[src/acs_cfg.svh]
`ifndef ACS_CFG_SVH
`define ACS_CFG_SVH

// ****************************************
// Register addresses
// ****************************************
`define ACS_ADDR_CTL 4'h0
`define ACS_ADDR_RES 4'h1
`define ACS_ADDR_INJ 4'h2
`define ACS_ADDR_STS 4'h3

// ****************************************
// Field positions
// ****************************************
`define ACS_F_CH 3:0
`define ACS_F_MODE 5:4
`define ACS_B_EXT 6
`define ACS_B_GO 7
`define ACS_B_BUSY 8
`define ACS_B_HOLD 9
`define ACS_B_INJEN 10
`define ACS_B_INJRQ 11
`define ACS_F_STC 13:12
`define ACS_F_CTC 15:14
`define ACS_F_RCH 15:12
`define ACS_B_RX 11
`define ACS_F_RVAL 9:0
`define ACS_B_EOC 0
`define ACS_B_ERR 1
`define ACS_B_AUTO 1
`define ACS_B_CONT 0
`define ACS_MODE_FSINGLE 2'b00

// ****************************************
// Reset values and timing counts (dividers and transfer in MCLK cycles, sample and conversion in divided clock periods)
// ****************************************
`define ACS_RST_WORD 16'h0000
`define ACS_DIV_00 11'h004
`define ACS_DIV_01 11'h002
`define ACS_DIV_10 11'h010
`define ACS_DIV_11 11'h008
`define ACS_STC_00 11'h008
`define ACS_STC_01 11'h010
`define ACS_STC_10 11'h020
`define ACS_STC_11 11'h040
`define ACS_CONV_TBC 11'h028
`define ACS_XFER_CYC 11'h002
`define ACS_ONE 11'h001

`endif

[src/acs_pkg.sv]
package acs_pkg;

  typedef enum logic [1:0] {
    ACS_IDLE = 2'b00,
    ACS_SAMPLE = 2'b01,
    ACS_CONV = 2'b10,
    ACS_XFER = 2'b11
  } acs_phase_e;

  typedef struct packed {
    logic [1:0] ctc;
    logic [1:0] stc;
    logic injrq;
    logic injen;
    logic hold;
    logic go;
    logic ext;
    logic [1:0] mode;
    logic [3:0] ch;
  } acs_ctl_s;

  typedef struct packed {
    logic [3:0] ch;
    logic ext;
    logic [9:0] val;
  } acs_res_s;

  typedef struct packed {
    acs_ctl_s ctl;
    acs_res_s res;
    acs_res_s inj;
    acs_res_s buff;
    logic buf_vld;
    logic buf_inj;
    logic res_unread;
    logic inj_unread;
    logic eoc;
    logic err;
    logic busy;
    acs_phase_e phase;
    logic [10:0] cnt;
    logic run;
    logic [3:0] nch;
    logic nx;
    logic inj_pend;
    logic cur_inj;
    logic [3:0] cur_ch;
    logic cur_x;
    logic [9:0] conv_val;
    logic go_prev;
    logic rq_prev;
    logic [15:0] rdata;
  } acs_state_s;

endpackage : acs_pkg

[src/acs_sequencer.sv]
`timescale 1ns/1ps
`include "acs_cfg.svh"

module acs_sequencer
  import acs_pkg::*;
(
  // Clock and reset
  input wire logic MCLK,
  input wire logic SYS_RST,
  // Register port
  input wire logic [3:0] REG_ADDR,
  input wire logic [15:0] REG_WDATA,
  input wire logic REG_WR,
  input wire logic REG_RD,
  output logic [15:0] REG_RDATA,
  // Capture/compare injection trigger
  input wire logic CC_TRIG,
  // Analog core
  output logic [3:0] ANA_CH,
  output logic ANA_EXT,
  output logic ANA_SAMPLE,
  output logic ANA_CONVERT,
  input wire logic [9:0] ANA_RESULT,
  // Requests and status
  output logic EOC_REQ,
  output logic ERR_REQ,
  output logic BUSY
);

  acs_state_s s_r;
  acs_state_s s_nxt;
  logic go_rise;
  logic rq_rise;
  logic done;
  logic park;
  logic [10:0] bc_div;
  logic [10:0] samp_cyc;
  logic [10:0] conv_cyc;

  // ****************************************
  // Timing selection
  // ****************************************
  function automatic logic [10:0] div_of(input logic [1:0] code);
    case (code)
      2'b00: div_of = `ACS_DIV_00;
      2'b01: div_of = `ACS_DIV_01;
      2'b10: div_of = `ACS_DIV_10;
      default: div_of = `ACS_DIV_11;
    endcase
  endfunction : div_of

  function automatic logic [10:0] stc_of(input logic [1:0] code);
    case (code)
      2'b00: stc_of = `ACS_STC_00;
      2'b01: stc_of = `ACS_STC_01;
      2'b10: stc_of = `ACS_STC_10;
      default: stc_of = `ACS_STC_11;
    endcase
  endfunction : stc_of

  function automatic logic [15:0] pack_res(input acs_res_s r);
    pack_res = `ACS_RST_WORD;
    pack_res[`ACS_F_RCH] = r.ch;
    pack_res[`ACS_B_RX] = r.ext;
    pack_res[`ACS_F_RVAL] = r.val;
  endfunction : pack_res

  assign bc_div = div_of(s_r.ctl.ctc);
  assign samp_cyc = 11'(bc_div * stc_of(s_r.ctl.stc));
  assign conv_cyc = 11'(bc_div * `ACS_CONV_TBC);
  assign go_rise = s_r.ctl.go & ~s_r.go_prev;
  assign rq_rise = s_r.ctl.injrq & ~s_r.rq_prev;
  assign done = (s_r.phase == ACS_XFER) && (s_r.cnt == '0);
  assign park = s_r.ctl.hold & s_r.res_unread;

  // ****************************************
  // Next state
  // ****************************************
  always_comb begin
    s_nxt = s_r;
    s_nxt.go_prev = s_r.ctl.go;
    s_nxt.rq_prev = s_r.ctl.injrq;
    s_nxt.rdata = `ACS_RST_WORD;

    // Phase timer: sample, steps, transfer
    case (s_r.phase)
      ACS_SAMPLE: begin
        if (s_r.cnt == '0) begin
          s_nxt.phase = ACS_CONV;
          s_nxt.cnt = conv_cyc - `ACS_ONE;
        end else begin
          s_nxt.cnt = s_r.cnt - `ACS_ONE;
        end
      end
      ACS_CONV: begin
        if (s_r.cnt == '0) begin
          s_nxt.phase = ACS_XFER;
          s_nxt.cnt = `ACS_XFER_CYC - `ACS_ONE;
          s_nxt.conv_val = ANA_RESULT;
        end else begin
          s_nxt.cnt = s_r.cnt - `ACS_ONE;
        end
      end
      ACS_XFER: begin
        if (s_r.cnt == '0) begin
          s_nxt.phase = ACS_IDLE;
        end else begin
          s_nxt.cnt = s_r.cnt - `ACS_ONE;
        end
      end
      ACS_IDLE: begin
      end
      default: s_nxt.phase = ACS_IDLE;
    endcase

    // Injected channel follows the register live, so a write while sampling moves the mux
    if (s_r.cur_inj && s_r.phase != ACS_IDLE) begin
      s_nxt.cur_ch = s_r.inj.ch;
      s_nxt.cur_x = s_r.inj.ext;
    end

    // Reads clear unread state before any load this cycle, so a load wins
    if (REG_RD && REG_ADDR == `ACS_ADDR_RES) begin
      if (s_r.buf_vld && !s_r.buf_inj) begin
        s_nxt.res = s_r.buff;
        s_nxt.res_unread = 1'b1;
        s_nxt.eoc = 1'b1;
        s_nxt.buf_vld = 1'b0;
        if (!s_r.run) begin
          s_nxt.ctl.go = 1'b0;
        end
      end else begin
        s_nxt.res_unread = 1'b0;
      end
    end
    if (REG_RD && REG_ADDR == `ACS_ADDR_INJ) begin
      if (s_r.buf_vld && s_r.buf_inj) begin
        s_nxt.inj.val = s_r.buff.val;
        s_nxt.inj_unread = 1'b1;
        s_nxt.err = 1'b1;
        s_nxt.buf_vld = 1'b0;
      end else begin
        s_nxt.inj_unread = 1'b0;
      end
    end

    // Flag clear by writing one; a same-cycle set below still wins
    if (REG_WR && REG_ADDR == `ACS_ADDR_STS) begin
      if (REG_WDATA[`ACS_B_EOC]) begin
        s_nxt.eoc = 1'b0;
      end
      if (REG_WDATA[`ACS_B_ERR]) begin
        s_nxt.err = 1'b0;
      end
    end

    // Completion of a conversion
    if (done) begin
      if (s_r.cur_inj) begin
        if (s_r.inj_unread) begin
          s_nxt.buff = '{ch: s_r.cur_ch, ext: s_r.cur_x, val: s_r.conv_val};
          s_nxt.buf_vld = 1'b1;
          s_nxt.buf_inj = 1'b1;
        end else begin
          s_nxt.inj.val = s_r.conv_val;
          s_nxt.inj_unread = 1'b1;
          s_nxt.err = 1'b1;
        end
        s_nxt.cur_inj = 1'b0;
      end else begin
        if (park) begin
          s_nxt.buff = '{ch: s_r.cur_ch, ext: s_r.cur_x, val: s_r.conv_val};
          s_nxt.buf_vld = 1'b1;
          s_nxt.buf_inj = 1'b0;
        end else begin
          s_nxt.res = '{ch: s_r.cur_ch, ext: s_r.cur_x, val: s_r.conv_val};
          s_nxt.res_unread = 1'b1;
          s_nxt.eoc = 1'b1;
          if (s_r.res_unread) begin
            s_nxt.err = 1'b1;
          end
        end
        if (s_r.ctl.mode[`ACS_B_AUTO] && s_r.cur_ch != '0) begin
          s_nxt.nch = s_r.cur_ch - 4'h1;
          s_nxt.nx = s_r.cur_x;
        end else if (s_r.ctl.mode[`ACS_B_CONT] && s_r.ctl.go) begin
          s_nxt.nch = s_r.ctl.ch;
          s_nxt.nx = s_r.ctl.ext;
        end else begin
          s_nxt.run = 1'b0;
          if (!s_r.ctl.mode[`ACS_B_CONT] && !park) begin
            s_nxt.ctl.go = 1'b0;
          end
        end
      end
    end

    // Software control writes; busy is read-only
    if (REG_WR && REG_ADDR == `ACS_ADDR_CTL) begin
      s_nxt.ctl.ch = REG_WDATA[`ACS_F_CH];
      s_nxt.ctl.mode = REG_WDATA[`ACS_F_MODE];
      s_nxt.ctl.ext = REG_WDATA[`ACS_B_EXT];
      s_nxt.ctl.go = REG_WDATA[`ACS_B_GO];
      s_nxt.ctl.hold = REG_WDATA[`ACS_B_HOLD];
      s_nxt.ctl.injen = REG_WDATA[`ACS_B_INJEN];
      s_nxt.ctl.injrq = REG_WDATA[`ACS_B_INJRQ];
      s_nxt.ctl.stc = REG_WDATA[`ACS_F_STC];
      s_nxt.ctl.ctc = REG_WDATA[`ACS_F_CTC];
    end
    if (REG_WR && REG_ADDR == `ACS_ADDR_INJ) begin
      s_nxt.inj.ch = REG_WDATA[`ACS_F_RCH];
      s_nxt.inj.ext = REG_WDATA[`ACS_B_RX];
    end

    // Arbitration of new requests
    if (go_rise) begin
      s_nxt.run = 1'b1;
      s_nxt.nch = s_r.ctl.ch;
      s_nxt.nx = s_r.ctl.ext;
      if (s_r.phase != ACS_IDLE && !s_r.cur_inj && !done) begin
        s_nxt.phase = ACS_IDLE;
      end
    end
    if (rq_rise && s_r.ctl.injen && s_r.ctl.hold) begin
      s_nxt.inj_pend = 1'b1;
    end

    // Start when idle and the temporary buffer is empty; injection goes first
    if (s_nxt.phase == ACS_IDLE && !s_nxt.buf_vld) begin
      if (s_nxt.inj_pend) begin
        s_nxt.inj_pend = 1'b0;
        s_nxt.cur_inj = 1'b1;
        s_nxt.cur_ch = s_nxt.inj.ch;
        s_nxt.cur_x = s_nxt.inj.ext;
        s_nxt.ctl.injrq = 1'b0;
        s_nxt.phase = ACS_SAMPLE;
        s_nxt.cnt = samp_cyc - `ACS_ONE;
      end else if (s_nxt.run) begin
        s_nxt.cur_inj = 1'b0;
        s_nxt.cur_ch = s_nxt.nch;
        s_nxt.cur_x = s_nxt.nx;
        s_nxt.phase = ACS_SAMPLE;
        s_nxt.cnt = samp_cyc - `ACS_ONE;
      end
    end
    if (CC_TRIG) begin
      s_nxt.ctl.injrq = 1'b1;
    end
    s_nxt.busy = s_nxt.run | s_nxt.buf_vld | (s_nxt.phase != ACS_IDLE);

    // Read data, valid only in the cycle after the strobe
    if (REG_RD) begin
      case (REG_ADDR)
        `ACS_ADDR_CTL: begin
          s_nxt.rdata[`ACS_F_CH] = s_r.ctl.ch;
          s_nxt.rdata[`ACS_F_MODE] = s_r.ctl.mode;
          s_nxt.rdata[`ACS_B_EXT] = s_r.ctl.ext;
          s_nxt.rdata[`ACS_B_GO] = s_r.ctl.go;
          s_nxt.rdata[`ACS_B_BUSY] = s_r.busy;
          s_nxt.rdata[`ACS_B_HOLD] = s_r.ctl.hold;
          s_nxt.rdata[`ACS_B_INJEN] = s_r.ctl.injen;
          s_nxt.rdata[`ACS_B_INJRQ] = s_r.ctl.injrq;
          s_nxt.rdata[`ACS_F_STC] = s_r.ctl.stc;
          s_nxt.rdata[`ACS_F_CTC] = s_r.ctl.ctc;
        end
        `ACS_ADDR_RES: s_nxt.rdata = pack_res(s_r.res);
        `ACS_ADDR_INJ: s_nxt.rdata = pack_res(s_r.inj);
        `ACS_ADDR_STS: begin
          s_nxt.rdata[`ACS_B_EOC] = s_r.eoc;
          s_nxt.rdata[`ACS_B_ERR] = s_r.err;
        end
        default: s_nxt.rdata = `ACS_RST_WORD;
      endcase
    end
  end

  always_ff @(posedge MCLK) begin
    if (SYS_RST) begin
      s_r <= '0;
    end else begin
      s_r <= s_nxt;
    end
  end

  // ****************************************
  // Outputs
  // ****************************************
  assign REG_RDATA = s_r.rdata;
  assign ANA_CH = s_r.cur_ch;
  assign ANA_EXT = s_r.cur_x;
  assign ANA_SAMPLE = (s_r.phase == ACS_SAMPLE);
  assign ANA_CONVERT = (s_r.phase == ACS_CONV);
  assign EOC_REQ = s_r.eoc;
  assign ERR_REQ = s_r.err;
  assign BUSY = s_r.busy;

  // ****************************************
  // Assertions
  // ****************************************
  logic [10:0] samp_len_r;

  always_ff @(posedge MCLK) begin
    if (SYS_RST) begin
      samp_len_r <= '0;
    end else if (go_rise && !s_r.cur_inj) begin
      samp_len_r <= '0;
    end else if (s_r.phase == ACS_SAMPLE) begin
      samp_len_r <= samp_len_r + `ACS_ONE;
    end else begin
      samp_len_r <= '0;
    end
  end
endmodule : acs_sequencer

[config.mk]
export PLATFORM = sky130hd
export DESIGN_NAME = acs_sequencer
export DESIGN_NICKNAME = d
export VERILOG_FILES = /design/src/acs_pkg.sv /design/src/acs_sequencer.sv
export VERILOG_INCLUDE_DIRS = /design/src
export SDC_FILE = /design/constraint.sdc
export NUM_CORES = 1
export LEC_CHECK = 0
export CAP_MARGIN = 20
export CORE_UTILIZATION = 56
export DETAILED_ROUTE_END_ITERATION = 10
export DONT_BUFFER_PORTS = 1
export GPL_ROUTABILITY_DRIVEN = 0
export PLACE_DENSITY = 0.71
export RECOVER_POWER = 50
export SYNTH_ARGS = -nofsm -noshare
export SYNTH_HDL_FRONTEND = slang
export SYNTH_SLANG_ARGS = --single-unit
export TNS_END_PERCENT = 10
[constraint.sdc]
create_clock -name MCLK -period 8.32 [get_ports MCLK]
set_clock_uncertainty 0.1 [all_clocks]
set_input_delay 0.416 -clock MCLK [delete_from_list [all_inputs] [get_ports MCLK]]
set_output_delay 0.416 -clock MCLK [all_outputs]
set_load 0.01 [all_outputs]
==> impl_metrics.tcl, run 1 <==
set metrics [dict create \
    die_height_um 109 \
    finalSetupViolCount 0 \
    grt_setup_unrepaired "false" \
    timing.critical_path.max_delay_family "simple AND/OR/NAND/NOR gates" \
    post-place-cells 840 \
    timing.fmax_mhz 235 \
    synthAdderAreaFrac_pct 6.41 \
    via_count 5403 \
    floorplan.initialDensity_pct 58.2 \
    vdd.ir_drop.worst_v 0.000148 \
    post-cts-setup-buffers 0 \
    fraction_of_the_mapped_netlist_area_in_compound_gates_pct 16.7 \
    antenna_cells 0 \
    synth-xor-area-share_pct 1.65 \
    vias_per_cell 6.17 \
    cts_inserted_buffers 17 \
    drt_first_pass_iters 5 \
    number_of_nets_produced_by_synthesis 831 \
    n_fill_cell 958 \
    layout_commonest_cell "sky130_fd_sc_hd__dfxtp_1" \
    finalNetCount 787 \
    synthesized_instance_count 767 \
    critPathLaunch "s_r[42]" \
    clk-insertion-delay-late_ns 0.42 \
    cp-endpoint "s_r[49]" \
    worst_path_max_delay_cell "sky130_fd_sc_hd__nor4_1" \
    first_iter_violations 475 \
    crit-reg2reg-launch "s_r[42]" \
    synth_sequential_area_ratio_pct 38.1 \
    cts_tree "done" \
    root_buffer "sky130_fd_sc_hd__clkbuf_16" \
    sequential_cell_area_um2 2420 \
    fp-row-count 38 \
    port-buffer-count 0 \
    synthMuxAreaShare_pct 9.11 \
    via_count_of_the_first_global_routing_pass 5081 \
    worst-r2r-setup-slack_ns 4.07 \
    worstSetupPathType "reg -> reg" \
    arrival_ns 4.45 \
    synth_top_cell_by_area "sky130_fd_sc_hd__dfxtp_1" \
    timing.critical_path.depth 8 \
    synth_simple_gate_area_share_pct 20.8 \
    wl_per_cell_um 19.0 \
    placeableCoreArea_um2 10900 \
    final_worst_path_cycle_share_pct 51.1 \
    postSynthRegisterBits 121 \
    netlist_area_um2 6360 \
    fin_crit_ns 4.25 \
    floorplan.io_pins 61 \
    hold_class "in -> reg" \
    slew_violations 45 \
    critical_path.startpoint_type "register" \
    failed_checks "max-capacitance violations, max-slew violations" \
    reg2regPathDepth 8 \
    yosysTopAreaCellShare_pct 38.1 \
    worstPathRequired_ns 8.52 \
    htreeDepth 4 \
    r2r_end "s_r[49]" \
    synth_enable_flop_cells 0 \
    drive_gt1_share_pct 6.12 \
    layoutNonFillerInstCount 875 \
    cts_buffer_depth 2 \
    worstPathCellList "inv_1 -> ha_1 -> or4b_1 -> nor4_1 -> mux2i_1 -> o211ai_4 -> nand2_4 -> mux2_4" \
    antenna_violating_nets_post_route 0 \
    synthTopCellsByArea "sky130_fd_sc_hd__dfxtp_1 (38%), sky130_fd_sc_hd__mux2i_1 (8.3%), sky130_fd_sc_hd__nand2_1 (6.2%)" \
    critPathMaxStageDelay_ns 1.51 \
    grt_max_degree 91 \
    grt_antenna_before_repair 0 \
    cp_max_fo 10 \
    yosys_most_used_dff "sky130_fd_sc_hd__dfxtp_1" \
    layout.cells.most_common_list "sky130_fd_sc_hd__dfxtp_1 (121), sky130_fd_sc_hd__nand2_1 (105), sky130_fd_sc_hd__nor2_1 (81)" \
    synth-async-reset-ratio_pct 0 \
    timing.critical_path.to_type "register" \
    max_cap_violations 2 \
    relSlewSlack_pct -22.6 \
    finalHoldViolCount 0 \
    dp_hpwl_mm 11.4 \
    grt_use_total_pct 29.3 \
    p_per_area_nw_per_um2 247 \
    tightestPinTransition_ns 1.82 \
    ys.warnings.count 0 \
    residual_overflow_from_global_routing 0 \
    floorplan.die_area_um2 11800 \
    synth.lib_cells_used.distinct 62 \
    totalNegativeSetupSlack_ns 0 \
    syn-mean-instance-area_um2 8.29 \
    clk_pin_slew_worst_paths_ns 0.05 \
    area_growth_syn_to_layout_pct 7.55 \
    footprint_of_the_multi_input_gates_um2 3460 \
    clock_sinks 121 \
    synth_top_family_by_area "simple AND/OR/NAND/NOR gates" \
    wirelength_mm 16.6 \
    critPathBufInv 1 \
    status "finished with violations" \
    chipWidth_um 109 \
    static-leakage-power_nw 2.77 \
    drc 0 \
    global_route_wire_length_before_repair_mm 26.2 \
]
==> metal layers <==
metal | global-route usage [%] | up-vias | routed length (um)
li1 | - | 2571 | -
met4 | 13.0 | 0 | 514
met3 | 9.04 | 35 | 1500
met5 | 0 | - | 0
met2 | 46.0 | 236 | 7550
met1 | 36.9 | 2561 | 7040
==> report_power, final <==
| group | leakage (nW) | total (mW) | switching [mW] | internal (mW) |
|---|---|---|---|---|
| registers | 0.976 | 0.646 | 0.0414 | 0.604 |
| clock network | 0.272 | 0.711 | 0.250 | 0.461 |
| logic | 1.52 | 0.333 | 0.214 | 0.119 |
| total | 2.77 | 1.69 | 0.506 | 1.18 |
==> cells by family after synthesis <==
family	after synthesis
AOI/OAI and AO/OA	166
buffers and inverters	102
and+or+nand+nor	280
DFF	121
xor gates and xnor gates	12
muxes	57
adders and majority gates	29
==> synthesized netlist by cell type, types with 3 or more instances <==
master,n
sky130_fd_sc_hd__or4b_1,3
sky130_fd_sc_hd__inv_1,33
sky130_fd_sc_hd__nand4_1,3
sky130_fd_sc_hd__nor2_1,81
sky130_fd_sc_hd__nor4_1,4
sky130_fd_sc_hd__clkbuf_1,42
sky130_fd_sc_hd__mux2i_1,53
sky130_fd_sc_hd__xor2_1,4
sky130_fd_sc_hd__nor3b_1,3
sky130_fd_sc_hd__nand2_1,105
sky130_fd_sc_hd__nor2b_1,10
sky130_fd_sc_hd__buf_4,20
sky130_fd_sc_hd__nand3_1,16
sky130_fd_sc_hd__and2_1,9
sky130_fd_sc_hd__o31ai_1,5
sky130_fd_sc_hd__dfxtp_1,121
sky130_fd_sc_hd__nand2b_1,4
sky130_fd_sc_hd__xnor2_1,8
sky130_fd_sc_hd__or4_1,4
sky130_fd_sc_hd__o21ai_0,15
sky130_fd_sc_hd__buf_2,5
sky130_fd_sc_hd__a31oi_1,5
sky130_fd_sc_hd__a211oi_1,27
sky130_fd_sc_hd__a21oi_1,75
sky130_fd_sc_hd__o221ai_1,9
sky130_fd_sc_hd__ha_1,23
sky130_fd_sc_hd__o22ai_1,4
sky130_fd_sc_hd__or3_1,6
sky130_fd_sc_hd__or2_2,4
sky130_fd_sc_hd__nor3_1,11
sky130_fd_sc_hd__and3_1,3
sky130_fd_sc_hd__mux2_2,3
sky130_fd_sc_hd__fa_1,6
==> sequential cells by signal (all words and copies together) (netlist names) <==
name and flops:
s_r 95, REG_RDATA 16, ANA_CH 4, s_nxt 2
ANA_EXT 1, BUSY 1, EOC_REQ 1, ERR_REQ 1
==> per-stage QoR <==
stage                     utilization [%]  power, mW  worst slack (ns)  hold WS, ns  area [um^2]
after floorplan                         -      0.920              4.86        0.331         6360
after global placement               56.7      0.971              4.59        0.332         6200
after detailed placement             57.0      0.979              4.44        0.336         6230
after CTS                            62.6       1.69              4.41      0.00240         6840
after global routing                 62.6       1.75              3.89     0.000424         6840
final                                62.6       1.69              4.07       0.0116         6840
==> area by class of cell <==
| class | count | area share (%) |
|---|---|---|
| Sequential cell | 121 | 35.4 |
| Inverter | 33 | 1.81 |
| Timing Repair Buffer | 6 | 1.26 |
| Clock buffer | 24 | 7.04 |
| Tap cell | 140 | 2.56 |
| Clock inverter | 7 | 1.35 |
| Multi-Input combinational cell | 544 | 50.6 |
==> worst min-delay path by stage <==
stage | from | endpoint | cells past startpoint
CTS | SYS_RST | s_r[51] | 1
global route | SYS_RST | s_r[51] | 1
global placement | s_r[75] | s_r[75] | 2
floorplan | s_r[73] | s_r[73] | 2
detailed placement | s_r[72] | s_r[72] | 2
finish | SYS_RST | s_r[51] | 1
==> what timing repair did <==
item                                   CTS  global route
gates resized for setup                  0             0
hold buffers                             2             1
endpoints found under the hold margin   90             1
setup endpoints to repair                0             0
Power figures use the tool's default switching activity.
==> inputs of run 2 (changes only) <==
- clock period: 8.32 -> 4.3 ns (I/O delays scaled with it)
==> impl_metrics.tcl, run 2 (synthesis gave the netlist of run 1 again) <==
set metrics [dict create \
    cts.repair.resized 0 \
    floorplan.initialDensity_pct 58.2 \
    power.switching_mw 1.09 \
    fin_total_pwr_mw 3.32 \
    status "complete, no violations" \
    placeableCoreArea_um2 10900 \
    via_count 5560 \
    grt_setup_unrepaired "false" \
    timing.fmax_mhz 259 \
    cts_tree "done" \
    root_buffer "sky130_fd_sc_hd__clkbuf_16" \
    port-buffer-count 0 \
    worstPathRequired_ns 4.53 \
    drive_gt1_share_pct 7.14 \
    area_growth_syn_to_layout_pct 12.4 \
    critPathBufInv 3 \
    comb_power_share_pct 21.5 \
    hold_class "in -> reg" \
    cts_inserted_buffers 17 \
    floorplan.die_area_um2 11800 \
    fp-row-count 38 \
    power.share.switching_pct 32.7 \
    finalSetupViolCount 0 \
    clock_sinks 121 \
    layout.cells.most_common_list "sky130_fd_sc_hd__dfxtp_1 (121), sky130_fd_sc_hd__nand2_1 (105), sky130_fd_sc_hd__nor2_1 (81)" \
    vdd.ir_drop.worst_v 0.000340 \
    dp_hpwl_mm 11.5 \
    p_clk_share_pct 41.2 \
    vias_per_cell 6.11 \
    grt_max_degree 100 \
    die_height_um 109 \
    chipWidth_um 109 \
    finalNetCount 821 \
    finalHoldViolCount 0 \
    via_count_of_the_first_global_routing_pass 5323 \
    max_cap_violations 0 \
    residual_overflow_from_global_routing 0 \
    layout_commonest_cell "sky130_fd_sc_hd__dfxtp_1" \
    timing.critical_path.max_delay_family "adder cells" \
    tightestPinTransition_ns 0.972 \
    cp_max_fo 6 \
    grt_antenna_before_repair 0 \
    slew_violations 0 \
    static-leakage-power_nw 2.90 \
    worstPathCellList "inv_1 -> ha_1 -> and2_1 -> ha_1 -> inv_1 -> fa_1 -> fa_1 -> inv_1 -> ha_1 -> a21o_1 -> a21oi_1 -> xnor2_1 -> nor3_1 -> a311oi_1" \
    antenna_violating_nets_post_route 0 \
    grt_use_total_pct 31.1 \
    internal_power_mw 2.23 \
    sequential_cell_area_um2 2420 \
    relSlewSlack_pct 35.2 \
    global_route_wire_length_before_repair_mm 27.7 \
    floorplan.io_pins 61 \
    critical_path.startpoint_type "register" \
    antenna_cells 0 \
    clk_pin_slew_worst_paths_ns 0.06 \
    final_worst_path_cycle_share_pct 89.9 \
    worst_path_max_delay_cell "sky130_fd_sc_hd__fa_1" \
    regMostFlops "s_r" \
    arrival_ns 4.10 \
    wl_per_cell_um 19.0 \
    drt_first_pass_iters 5 \
    worstSetupPathType "reg -> reg" \
    footprint_of_the_multi_input_gates_um2 3470 \
    fin_crit_ns 3.87 \
    critPathMaxStageDelay_ns 0.63 \
    htreeDepth 4 \
    clk-insertion-delay-late_ns 0.43 \
    timing.critical_path.to_type "register" \
    first_iter_violations 608 \
    cts_buffer_depth 2 \
    largest_register_ff_count 95 \
    n_fill_cell 919 \
    wirelength_mm 17.3 \
    p_per_area_nw_per_um2 465 \
    totalNegativeSetupSlack_ns 0 \
    drc 0 \
    sequentialPowerShare_pct 37.3 \
]
run 2: path summary, 6_finish.rpt:
check / depth (start not counted) / startpoint / slack [ns] / end
worst min-delay path: 4 / REG_ADDR[1] / 0.0002 / REG_RDATA[4]
worst max-delay path: 14 / s_r[119] / 0.43 / s_r[50]
worst min register to register: 2 / s_r[74] / 0.35 / s_r[74]
worst max register to register: 14 / s_r[119] / 0.43 / s_r[50]
run 2: worst min-delay path, cell delays in order:
cell and delay, ns:
sky130_fd_sc_hd__mux2i_1 0.05, sky130_fd_sc_hd__nor2_1 0.08, sky130_fd_sc_hd__a21oi_1 0.05, sky130_fd_sc_hd__nor2_1 0.08
run 2: layout make-up:
cell class	instances	share of cell area (%)
clock buffers	17	5.95
well taps	140	2.45
repair buffers	40	5.43
flip-flops and latches	121	33.9
multi-input cells	544	48.5
inverters	33	1.73
clock inverters	15	2.03
run 2: stage by stage:
stage	cell area (um^2)	cells	hold WS, ns	utilization, %	worst slack [ns]
floorplan	6360	767	0.239	-	0.838
global placement	6260	846	0.192	57.2	0.626
detailed placement	6260	846	0.194	57.2	0.493
CTS	7150	909	0.00342	65.4	0.446
global route	7150	910	0.0267	65.4	0.209
finish	7150	910	0.000246	65.4	0.434
run 2: power by group through the flow:
stage	combinational (mW)	sequential, mW	clock (mW)
global placement	0.648	1.26	0
floorplan	0.557	1.22	0
detailed placement	0.663	1.26	0
CTS	0.712	1.24	1.37
global route	0.785	1.24	1.42
finish	0.715	1.24	1.37
run 2: timing repair:
action                                 in CTS  in global routing
setup buffers                               0                  0
endpoints found under the hold margin     119                  0
hold buffers                               31                  0
run 2: per-layer routing:
metal	up-vias	part of all wire (%)	GRT usage [%]
li1	2648	-	-
met1	2631	44	40.6
met2	237	46	48.1
met3	44	7.9	8.14
met4	0	2.8	13.9
met5	-	0	0
==> inputs of run 3 (changes only) <==
- CORE_UTILIZATION: 56 -> 50
- CTS_CLUSTER_DIAMETER: not set -> 50
- CTS_CLUSTER_SIZE: not set -> 14
- PLACE_DENSITY: 0.71 -> not set
==> impl_metrics.tcl, run 3 (synthesis gave the netlist of run 1 again) <==
set metrics [dict create \
    status "complete, no violations" \
    finalNetCount 818 \
    cts.repair.resized 0 \
    totalNegativeSetupSlack_ns 0 \
    finalSetupViolCount 0 \
    drive_gt1_share_pct 6.78 \
    slew_violations 0 \
    die_height_um 115 \
    cts_buffer_depth 2 \
    grt_antenna_before_repair 0 \
    arrival_ns 4.03 \
    residual_overflow_from_global_routing 0 \
    critPathLaunch "s_r[119]" \
    clk_pin_slew_worst_paths_ns 0.06 \
    cp_max_fo 6 \
    timing.fmax_mhz 263 \
    final_worst_path_cycle_share_pct 88.5 \
    clock_sinks 121 \
    timing.critical_path.to_type "register" \
    clk-insertion-delay-late_ns 0.42 \
    fin_crit_ns 3.81 \
    drt_first_pass_iters 5 \
    global_route_wire_length_before_repair_mm 27.9 \
    worstPathRequired_ns 4.52 \
    drc 0 \
    crit-reg2reg-launch "s_r[119]" \
    relSlewSlack_pct 30.0 \
    wl_per_cell_um 18.9 \
    regMostFlops "s_r" \
    hold_class "in -> reg" \
    vias_per_cell 5.86 \
    worstSetupPathType "reg -> reg" \
    via_count 5476 \
    grt_max_degree 100 \
    port-buffer-count 0 \
    max_cap_violations 0 \
    placeableCoreArea_um2 12200 \
    grt_setup_unrepaired "false" \
    root_buffer "sky130_fd_sc_hd__clkbuf_16" \
    chipWidth_um 115 \
    tightestPinTransition_ns 1.05 \
    layout_commonest_cell "sky130_fd_sc_hd__dfxtp_1" \
    first_iter_violations 495 \
    grt_use_total_pct 28.1 \
    fp-row-count 40 \
    floorplan.die_area_um2 13200 \
    dp_hpwl_mm 11.7 \
    p_per_area_nw_per_um2 483 \
    n_fill_cell 1134 \
    htreeDepth 4 \
    cts_tree "done" \
    area_growth_syn_to_layout_pct 13.8 \
    vdd.ir_drop.worst_v 0.000269 \
    floorplan.io_pins 61 \
    largest_register_ff_count 95 \
    hold_path.startpoint "REG_WDATA[11]" \
    layoutNonFillerInstCount 935 \
    wirelength_mm 17.6 \
    finalHoldViolCount 0 \
    antenna_violating_nets_post_route 0 \
    layout.cells.most_common_list "sky130_fd_sc_hd__dfxtp_1 (121), sky130_fd_sc_hd__nand2_1 (105), sky130_fd_sc_hd__nor2_1 (81)" \
    cts_inserted_buffers 17 \
    critical_path.startpoint_type "register" \
    via_count_of_the_first_global_routing_pass 5188 \
    floorplan.initialDensity_pct 52.1 \
    antenna_cells 0 \
    post-place-cells 873 \
    static-leakage-power_nw 2.94 \
]
-- run 3: power by group --
part / total (mW) / internal [mW] / leakage (nW) / switching, mW
clock: 1.55 / 1.03 / 0.317 / 0.522
combinational: 0.704 / 0.257 / 1.65 / 0.447
sequential: 1.24 / 1.17 / 0.976 / 0.0722
total: 3.50 / 2.46 / 2.94 / 1.04
-- run 3: cell type report --
type | count | area (um^2) | area share, %
clock inverters | 10 | 164 | 2.26
multi-input cells | 544 | 3470 | 47.9
inverters | 33 | 124 | 1.71
flip-flops and latches | 121 | 2420 | 33.5
repair buffers | 37 | 367 | 5.06
clock buffers | 22 | 484 | 6.69
well taps | 168 | 210 | 2.90
-- run 3: repair_timing --
item	CTS	global route
hold buffers	30	0
endpoints found under the hold margin	119	0
setup buffers	0	0
-- run 3: worst max-delay path, cell delays in order (launching register included) --
cell and delay [ns]:
sky130_fd_sc_hd__dfxtp_1 0.46, sky130_fd_sc_hd__inv_1 0.14, sky130_fd_sc_hd__ha_1 0.29, sky130_fd_sc_hd__and2_1 0.17, sky130_fd_sc_hd__ha_1 0.28, sky130_fd_sc_hd__inv_1 0.07, sky130_fd_sc_hd__fa_1 0.44, sky130_fd_sc_hd__fa_1 0.61
sky130_fd_sc_hd__inv_1 0.06, sky130_fd_sc_hd__ha_1 0.28, sky130_fd_sc_hd__a21o_1 0.18, sky130_fd_sc_hd__a21oi_1 0.17, sky130_fd_sc_hd__xnor2_1 0.14, sky130_fd_sc_hd__nor3_1 0.06, sky130_fd_sc_hd__a311oi_1 0.26
-- run 3: worst paths after layout --
kind / depth (start not counted) / to / slack, ns
worst min register to register: 2 / s_r[75] / 0.35
worst min-delay path: 3 / s_nxt[16] / 0.02
worst max-delay path: 14 / s_r[50] / 0.49
worst max register to register: 14 / s_r[50] / 0.49
-- run 3: metrics by stage --
step | cell area [um^2] | utilization [%] | setup slack [ns] | hold WS (ns) | power, mW
5_1_grt | 7240 | 59.3 | 0.261 | 0.0364 | 3.65
3_5_place_dp | 6290 | 51.5 | 0.548 | 0.198 | 1.91
3_3_place_gp | 6280 | 51.4 | 0.666 | 0.195 | 1.90
2_1_floorplan | 6360 | - | 0.838 | 0.239 | 1.78
6_report | 7240 | 59.3 | 0.495 | 0.0158 | 3.50
4_1_cts | 7250 | 59.4 | 0.501 | 0.0104 | 3.50
-- run 3: layer usage --
layer  track usage (%)  wire, um
met5                 0         0
met4              8.74       341
met3              6.69      1120
met2              43.2      7850
met1              39.0      8320
